==> config.mk <==
export PLATFORM = sky130hd
export DESIGN_NAME = dbgcap_ctrl
export DESIGN_NICKNAME = d
export VERILOG_FILES = /design/src/logic/dbgcap_pkg.sv /design/src/logic/dbgcap_ctrl.sv
export SDC_FILE = /design/constraint.sdc
export NUM_CORES = 1
export LEC_CHECK = 0
export BUFFER_PORTS_ARGS = -buffer_cell sky130_fd_sc_hd__buf_4
export CORE_MARGIN = 2
export CORE_UTILIZATION = 50
export CTS_CLUSTER_SIZE = 24
export DETAILED_ROUTE_END_ITERATION = 10
export GPL_ROUTABILITY_DRIVEN = 0
export MAX_ROUTING_LAYER = met4
export PLACE_DENSITY = 0.72
export SKIP_LAST_GASP = 1
export SYNTH_ARGS = -nofsm -noshare
export SYNTH_HDL_FRONTEND = slang
export SYNTH_SLANG_ARGS = --single-unit
==> constraint.sdc <==
create_clock -name mclk_i -period 5.2 [get_ports mclk_i]
set_input_delay 0.52 -clock mclk_i [delete_from_list [all_inputs] [get_ports mclk_i]]
set_output_delay 0.52 -clock mclk_i [all_outputs]
set_load 0.1 [all_outputs]
==> src/logic/dbgcap_pkg.sv <==
// constants and shared helpers for the debug code capture controller
// Function
// - threshold code picks 1, 4, 8, 14 entries
// - run bit one counts, zero holds
// - rate code divides clock 8/16/32/64
// - clear bit one zeroes timestamp counter
// - writing zero to counter clears it
// - discard bit one empties the queue
// - clear and discard bits read zero
// - host write to full queue sets overflow
// - non-empty bit follows queue occupancy
// - counter register write loads the counter
// - counter read gives value in bits 31:8
// - host byte plus timestamp pushed as entry
// - full queue drops oldest on host write
// - interrupt while enabled and level reaches threshold
// - disabled: unclaimed, flushed, counter zero, stopped
package dbgcap_pkg;
   localparam int unsigned DATA_W  = 32;
   localparam int unsigned DEPTH   = 16;
   localparam int unsigned PTR_W   = 4;
   localparam int unsigned CNT_W   = 5;
   localparam int unsigned STAMP_W = 24;
   localparam int unsigned PRE_W   = 6;
   localparam int unsigned ADDR_W  = 12;

   localparam logic [11:0] OFS_QUEUE  = 12'h100;
   localparam logic [11:0] OFS_CONFIG = 12'h104;
   localparam logic [11:0] OFS_STATUS = 12'h108;
   localparam logic [11:0] OFS_COUNT  = 12'h10C;

   localparam int unsigned CFG_THR_LSB   = 6;
   localparam int unsigned CFG_RUN_BIT   = 5;
   localparam int unsigned CFG_RATE_LSB  = 3;
   localparam int unsigned CFG_CLR_BIT   = 2;
   localparam int unsigned CFG_FLUSH_BIT = 1;
   localparam int unsigned ST_OVR_BIT    = 1;
   localparam int unsigned ST_NE_BIT     = 0;
   localparam int unsigned CNT_LSB       = 8;

   localparam logic [1:0]         THR_RST   = 2'h0;
   localparam logic               RUN_RST   = 1'b0;
   localparam logic [1:0]         RATE_RST  = 2'h0;
   localparam logic [STAMP_W-1:0] STAMP_RST = 24'h000000;
   localparam logic [PRE_W-1:0]   PRE_RST   = 6'h00;

   localparam logic [CNT_W-1:0] THR_LVL0 = 5'h01;
   localparam logic [CNT_W-1:0] THR_LVL1 = 5'h04;
   localparam logic [CNT_W-1:0] THR_LVL2 = 5'h08;
   localparam logic [CNT_W-1:0] THR_LVL3 = 5'h0E;

   // last prescaler value before a tick, i.e. divisor minus one
   localparam logic [PRE_W-1:0] DIV0_LAST = 6'h07;
   localparam logic [PRE_W-1:0] DIV1_LAST = 6'h0F;
   localparam logic [PRE_W-1:0] DIV2_LAST = 6'h1F;
   localparam logic [PRE_W-1:0] DIV3_LAST = 6'h3F;

   function automatic logic [CNT_W-1:0] thr_level(input logic [1:0] code);
      case (code)
         2'h0:    thr_level = THR_LVL0;
         2'h1:    thr_level = THR_LVL1;
         2'h2:    thr_level = THR_LVL2;
         default: thr_level = THR_LVL3;
      endcase
   endfunction

   function automatic logic [PRE_W-1:0] div_last(input logic [1:0] code);
      case (code)
         2'h0:    div_last = DIV0_LAST;
         2'h1:    div_last = DIV1_LAST;
         2'h2:    div_last = DIV2_LAST;
         default: div_last = DIV3_LAST;
      endcase
   endfunction
endpackage

==> src/logic/dbgcap_ctrl.sv <==
// debug code capture controller: timestamp timer, entry queue, register port
`timescale 1ns/1ps

module dbgcap_fifo #(
   parameter int unsigned WIDTH = dbgcap_pkg::DATA_W,
   parameter int unsigned DEPTH = dbgcap_pkg::DEPTH,
   parameter int unsigned PTR_W = dbgcap_pkg::PTR_W,
   parameter int unsigned CNT_W = dbgcap_pkg::CNT_W
) (
   input  wire logic             mclk_i,
   input  wire logic             reset_n_i,
   input  wire logic             flush_i,
   input  wire logic             in_valid_i,
   output logic                  in_ready_o,
   input  wire logic [WIDTH-1:0] in_data_i,
   output logic                  out_valid_o,
   input  wire logic             out_ready_i,
   output logic      [WIDTH-1:0] out_data_o,
   output logic                  full_o,
   output logic      [CNT_W-1:0] count_o
);
   typedef struct packed {
      logic [DEPTH-1:0][WIDTH-1:0] mem;
      logic [PTR_W-1:0]            wp;
      logic [PTR_W-1:0]            rp;
      logic [CNT_W-1:0]            cnt;
   } dbgcap_fifo_st_t;

   dbgcap_fifo_st_t s_q;
   dbgcap_fifo_st_t s_d;
   logic            push;
   logic            pop;

   assign full_o      = (s_q.cnt == CNT_W'(DEPTH));
   assign out_valid_o = (s_q.cnt != '0);
   // a pop in the same cycle frees the slot, so a full queue can still take a word
   assign in_ready_o  = !full_o || out_ready_i;
   assign out_data_o  = s_q.mem[s_q.rp];
   assign count_o     = s_q.cnt;
   assign push        = in_valid_i && in_ready_o;
   assign pop         = out_valid_o && out_ready_i;

   always_comb begin
      s_d = s_q;
      if (flush_i) begin
         s_d.wp  = '0;
         s_d.rp  = '0;
         s_d.cnt = '0;
      end else begin
         if (push) begin
            s_d.mem[s_q.wp] = in_data_i;
            s_d.wp          = s_q.wp + PTR_W'(1);
         end
         if (pop) begin
            s_d.rp = s_q.rp + PTR_W'(1);
         end
         s_d.cnt = s_q.cnt + CNT_W'(push) - CNT_W'(pop);
      end
   end

   always_ff @(posedge mclk_i or negedge reset_n_i) begin
      if (!reset_n_i) begin
         s_q <= '0;
      end else begin
         s_q <= s_d;
      end
   end
endmodule

module dbgcap_ctrl (
   input  wire logic        mclk_i,
   input  wire logic        reset_n_i,
   input  wire logic        activate_i,
   input  wire logic        host_wr_i,
   input  wire logic [7:0]  host_data_i,
   output logic             host_claim_o,
   input  wire logic [11:0] ec_addr_i,
   input  wire logic        ec_wr_i,
   input  wire logic        ec_rd_i,
   input  wire logic [31:0] ec_wdata_i,
   output logic      [31:0] ec_rdata_o,
   output logic             capture_irq_o
);
   typedef struct packed {
      logic [1:0]                       thr;
      logic                             run;
      logic [1:0]                       rate;
      logic [dbgcap_pkg::STAMP_W-1:0]   entry_stamp;
      logic [dbgcap_pkg::PRE_W-1:0]     presc;
      logic                             overrun;
      logic [31:0]                      rdata;
   } dbgcap_st_t;

   dbgcap_st_t                      s_q;
   dbgcap_st_t                      s_d;
   logic                            wr_cfg;
   logic                            wr_cnt;
   logic                            rd_queue;
   logic                            flush;
   logic                            host_push;
   logic                            ec_pop;
   logic                            drop_old;
   logic                            tick;
   logic                            fifo_in_ready;
   logic                            fifo_out_valid;
   logic                            fifo_full;
   logic [31:0]                     fifo_head;
   logic [dbgcap_pkg::CNT_W-1:0]    fifo_count;
   logic [31:0]                     entry_word;

   assign wr_cfg    = ec_wr_i && (ec_addr_i == dbgcap_pkg::OFS_CONFIG);
   assign wr_cnt    = ec_wr_i && (ec_addr_i == dbgcap_pkg::OFS_COUNT);
   assign rd_queue  = ec_rd_i && (ec_addr_i == dbgcap_pkg::OFS_QUEUE);
   assign host_claim_o = activate_i;
   assign host_push = host_wr_i && activate_i;
   assign ec_pop    = rd_queue && fifo_out_valid;
   assign drop_old  = host_push && fifo_full && !ec_pop;
   assign flush     = (wr_cfg && ec_wdata_i[dbgcap_pkg::CFG_FLUSH_BIT]) || !activate_i;
   assign entry_word = {s_q.entry_stamp, host_data_i};
   // a rate change below the running count ticks at once instead of wrapping the prescaler
   assign tick = activate_i && s_q.run && (s_q.presc >= dbgcap_pkg::div_last(s_q.rate));
   assign capture_irq_o = activate_i && (fifo_count >= dbgcap_pkg::thr_level(s_q.thr));
   assign ec_rdata_o = s_q.rdata;

   dbgcap_fifo u_fifo (
      .mclk_i      (mclk_i),
      .reset_n_i   (reset_n_i),
      .flush_i     (flush),
      .in_valid_i  (host_push),
      .in_ready_o  (fifo_in_ready),
      .in_data_i   (entry_word),
      .out_valid_o (fifo_out_valid),
      .out_ready_i (ec_pop || drop_old),
      .out_data_o  (fifo_head),
      .full_o      (fifo_full),
      .count_o     (fifo_count)
   );

   always_comb begin
      s_d = s_q;
      if (wr_cfg) begin
         s_d.thr  = ec_wdata_i[dbgcap_pkg::CFG_THR_LSB +: 2];
         s_d.run  = ec_wdata_i[dbgcap_pkg::CFG_RUN_BIT];
         s_d.rate = ec_wdata_i[dbgcap_pkg::CFG_RATE_LSB +: 2];
      end
      // prescaler restarts whenever counting is off
      if (!activate_i || !s_q.run || tick) begin
         s_d.presc = dbgcap_pkg::PRE_RST;
      end else begin
         s_d.presc = s_q.presc + dbgcap_pkg::PRE_W'(1);
      end
      if (!activate_i) begin
         s_d.entry_stamp = dbgcap_pkg::STAMP_RST;
      end else if (wr_cfg && ec_wdata_i[dbgcap_pkg::CFG_CLR_BIT]) begin
         s_d.entry_stamp = dbgcap_pkg::STAMP_RST;
      end else if (wr_cnt) begin
         s_d.entry_stamp = ec_wdata_i[31:dbgcap_pkg::CNT_LSB];
      end else if (tick) begin
         s_d.entry_stamp = s_q.entry_stamp + dbgcap_pkg::STAMP_W'(1);
      end
      // overflow is sticky; a fresh overrun wins over the flush that clears it
      if (host_push && fifo_full) begin
         s_d.overrun = 1'b1;
      end else if (flush) begin
         s_d.overrun = 1'b0;
      end
      s_d.rdata = 32'h00000000;
      if (ec_rd_i) begin
         if (ec_addr_i == dbgcap_pkg::OFS_QUEUE) begin
            if (fifo_out_valid) begin
               s_d.rdata = fifo_head;
            end
         end else if (ec_addr_i == dbgcap_pkg::OFS_CONFIG) begin
            s_d.rdata[dbgcap_pkg::CFG_THR_LSB +: 2]  = s_q.thr;
            s_d.rdata[dbgcap_pkg::CFG_RUN_BIT]       = s_q.run;
            s_d.rdata[dbgcap_pkg::CFG_RATE_LSB +: 2] = s_q.rate;
         end else if (ec_addr_i == dbgcap_pkg::OFS_STATUS) begin
            s_d.rdata[dbgcap_pkg::ST_OVR_BIT] = s_q.overrun;
            s_d.rdata[dbgcap_pkg::ST_NE_BIT]  = fifo_out_valid;
         end else if (ec_addr_i == dbgcap_pkg::OFS_COUNT) begin
            s_d.rdata[31:dbgcap_pkg::CNT_LSB] = s_q.entry_stamp;
         end
      end
   end

   always_ff @(posedge mclk_i or negedge reset_n_i) begin
      if (!reset_n_i) begin
         s_q             <= '0;
         s_q.thr         <= dbgcap_pkg::THR_RST;
         s_q.run         <= dbgcap_pkg::RUN_RST;
         s_q.rate        <= dbgcap_pkg::RATE_RST;
         s_q.entry_stamp <= dbgcap_pkg::STAMP_RST;
         s_q.presc       <= dbgcap_pkg::PRE_RST;
      end else begin
         s_q <= s_d;
      end
   end
endmodule

==> metrics.txt <==
Yosys top cell by area dfrtp_1; layout cells sized above 1 40.3%; core area 54900 um^2; pwr dens 334 nW/um^2; post-placement cell area 28700 um^2; First DRT Iteration DRCs 1221; ys async rst share 100%; Mapped Area 27700 um^2; Mapped Cells 1910; leak pwr 14.3 nW; Synth Flop Type dfrtp_1; Setup Fix Bufs, Post-CTS 0; worst reg2reg path depth 8; CP Launch Point u_fifo.count_o[3]; Sink Count 593; CP top delay family simple AND/OR/NAND/NOR gates; Worst-path clk slew 60 ps; die area 57200 um^2; largest net degree at the start of global routing 153; Post-synth EDFFs 0; antenna cells 0; worst-skew pair later-pin latency 630 ps; DR vias 16033; vias per cell 6.06; synth top area cells dfrtp_1 54%, mux2_2 16%, mux4_2 10%, mux2_1 5.1%, clkbuf_1 1.3%; setup tns final 0 ps; cells along the critical path inv_1 -> ha_1 -> nor4b_4 -> nor2_1 -> buf_4 -> and2_1 -> a221oi_1 -> a211oi_1; Synth warnings 0; final worst path period need 3080 ps; flops & latches, synth 593; Final #Nets 1972; Setup crit end kind flop; Req. time, crit path 5660 ps; Max VDD drop 0.000259 V; antenna violations before repair 1; num rows 86; Post-Syn Area per Cell 14.5 um^2; TritonCTS Buffers 59; outcome completed; count leader, synth dfrtp_1; Slew headroom 21.6%; maximum capacitance violations 0; Synth Net Count 1989; Pre-Repair DR Iteration Count 5; Hold Path Origin ec_wdata_i[29]; routed len/inst 25.1 um; final instance area 30700 um^2; Max Slew Vio Count 0; RSZ-0062 raised after global routing no; Crit Path Class flop to flop; CTS tree built; Power, Total 10.3 mW; Fin. Hold Viols 0; post-synth top area share 53.6%; hold slack 134 ps; Reg2Reg Launch Point u_fifo.count_o[3]; FMAX 0.324 GHz; Die W 239 um; slowest cell on the critical path and2_1; # DRC 0; # port buffers 90; critical path peak fanout 15; Setup violations, final 0; Commonest cells post-synth 593 x dfrtp_1, 402 x mux2_2, 127 x mux4_2; vias in the first global route 17256; Cell variety after synth 51; synth-to-layout area growth 10.9%; GRT Overall Usage 24.7%; IO Pins 92; Hold Crit Class input port to flop; Routed Antenna Nets 0; Root Buffer clkbuf_16; final wirelength 66500 um; CP Launch Type flop; detailed-placement wirelength estimate 38900 um; Worst Hold Depth 3; clock skew 19.8 ps; Max stage delay on crit path 940 ps; period utilisation layout 59.3%; total number of H-tree levels 2; Die Y 239 um; first-pass GRT wire length 104000 um; critical path depth in cells 8; initial core utilization 50.4%; CP Data Arrival Time 3550 ps; worst-margin pin slew 1170 ps; fin util 55.9%; maximum clock insertion buffer count 3; Worst Path Buf+Inv 2; GRT overflow 0; sequential fraction of the synthesis area 53.6%
==> final timing paths <==
kind / end / slack (ps)
worst min-delay path: entry_word[29] / 130
worst min register to register: s_q[33] / 480
worst max register to register: ec_rdata_o[17] / 2120
max in group asynchronous: u_fifo.s_q[26] / 3440
min in group asynchronous: u_fifo.s_q[170] / 480
worst max-delay path: ec_rdata_o[17] / 2120
==> cell type report <==
class | instances | area, um^2
clock buffer | 87 | 1730
clock inverter | 23 | 260
fill | 4316 | 24200
inverter | 22 | 82.6
timing repair buffer | 126 | 1030
tap | 704 | 881
sequential | 593 | 14800
multi-input combinational | 1091 | 11900
==> cell usage in the layout, fill, tap and decap left out, types with 6 or more instances in the layout <==
cell	instances
mux2_1	125
clkinv_2	14
o21ai_0	8
mux2_2	402
buf_4	118
xor2_1	13
a22oi_1	11
nand4_1	7
a21oi_1	39
dfrtp_1	590
a211oi_1	46
clkbuf_16	60
nand3_1	25
nand2_1	25
inv_1	22
and3_1	13
clkbuf_8	13
nor2_1	79
buf_12	6
mux4_2	127
a221oi_1	17
clkbuf_1	14
xnor2_1	24
mux2i_1	32
nor3_1	9
ha_1	20
nor2_4	10
and2_1	6
==> per-stage QoR <==
| stage | instances | setup slack [ps] |
|---|---|---|
| after global routing | 2646 | 1910 |
| after CTS | 2646 | 2140 |
| after floorplan | 1910 | 1490 |
| final | 2646 | 2120 |
| after global placement | 2535 | 1960 |
| after detailed placement | 2535 | 1890 |
==> where the power goes <==
part / switching, mW / leakage [nW] / total, mW / internal, mW
logic: 0.625 / 5.09 / 1.06 / 0.438
clock network: 1.82 / 0.987 / 4.37 / 2.55
registers: 0.107 / 8.23 / 4.82 / 4.72
==> state kept, by name (all words and copies together), names as in the netlist <==
register,count
ec_rdata_o,32
entry_word,24
s_q,12
u_fifo.count_o,5
u_fifo.s_q,520
==> worst register-to-register path, cell delays in order (launching register included) <==
cell,delay (ps)
dfrtp_1,380
inv_1,80
ha_1,200
nor4b_4,180
nor2_1,110
buf_4,290
and2_1,950
a221oi_1,230
a211oi_1,520
==> layer usage <==
metal | share of wire, % | global-route usage (%) | vias up | wire length [um]
li1 | - | - | 6914 | -
met5 | 0 | - | - | 0
met4 | 2.3 | 6.31 | 0 | 1530
met3 | 4.8 | 3.54 | 110 | 3180
met1 | 45 | 34.0 | 8584 | 29700
met2 | 48 | 39.0 | 425 | 32100
==> cell families (layout without fill, tap and decap cells) <==
kind of cell | count (synthesis) | in the layout | share of synthesized area [%]
muxes | 686 | 686 | 32.9
DFF | 593 | 593 | 53.6
buffers and inverters | 226 | 258 | 3.92
and+or+nand+nor | 213 | 213 | 4.02
AOI/OAI and AO/OA | 134 | 134 | 3.34
xor gates and xnor gates | 37 | 37 | 1.17
adders and majority gates | 21 | 21 | 0.977
==> timing repair <==
item                                    4_1_cts  5_1_grt
hold buffers                                  1        0
endpoints found under the setup margin        0        0
resized for setup                             0        0
hold endpoints to repair                     75        0
Power figures use the tool's default switching activity.
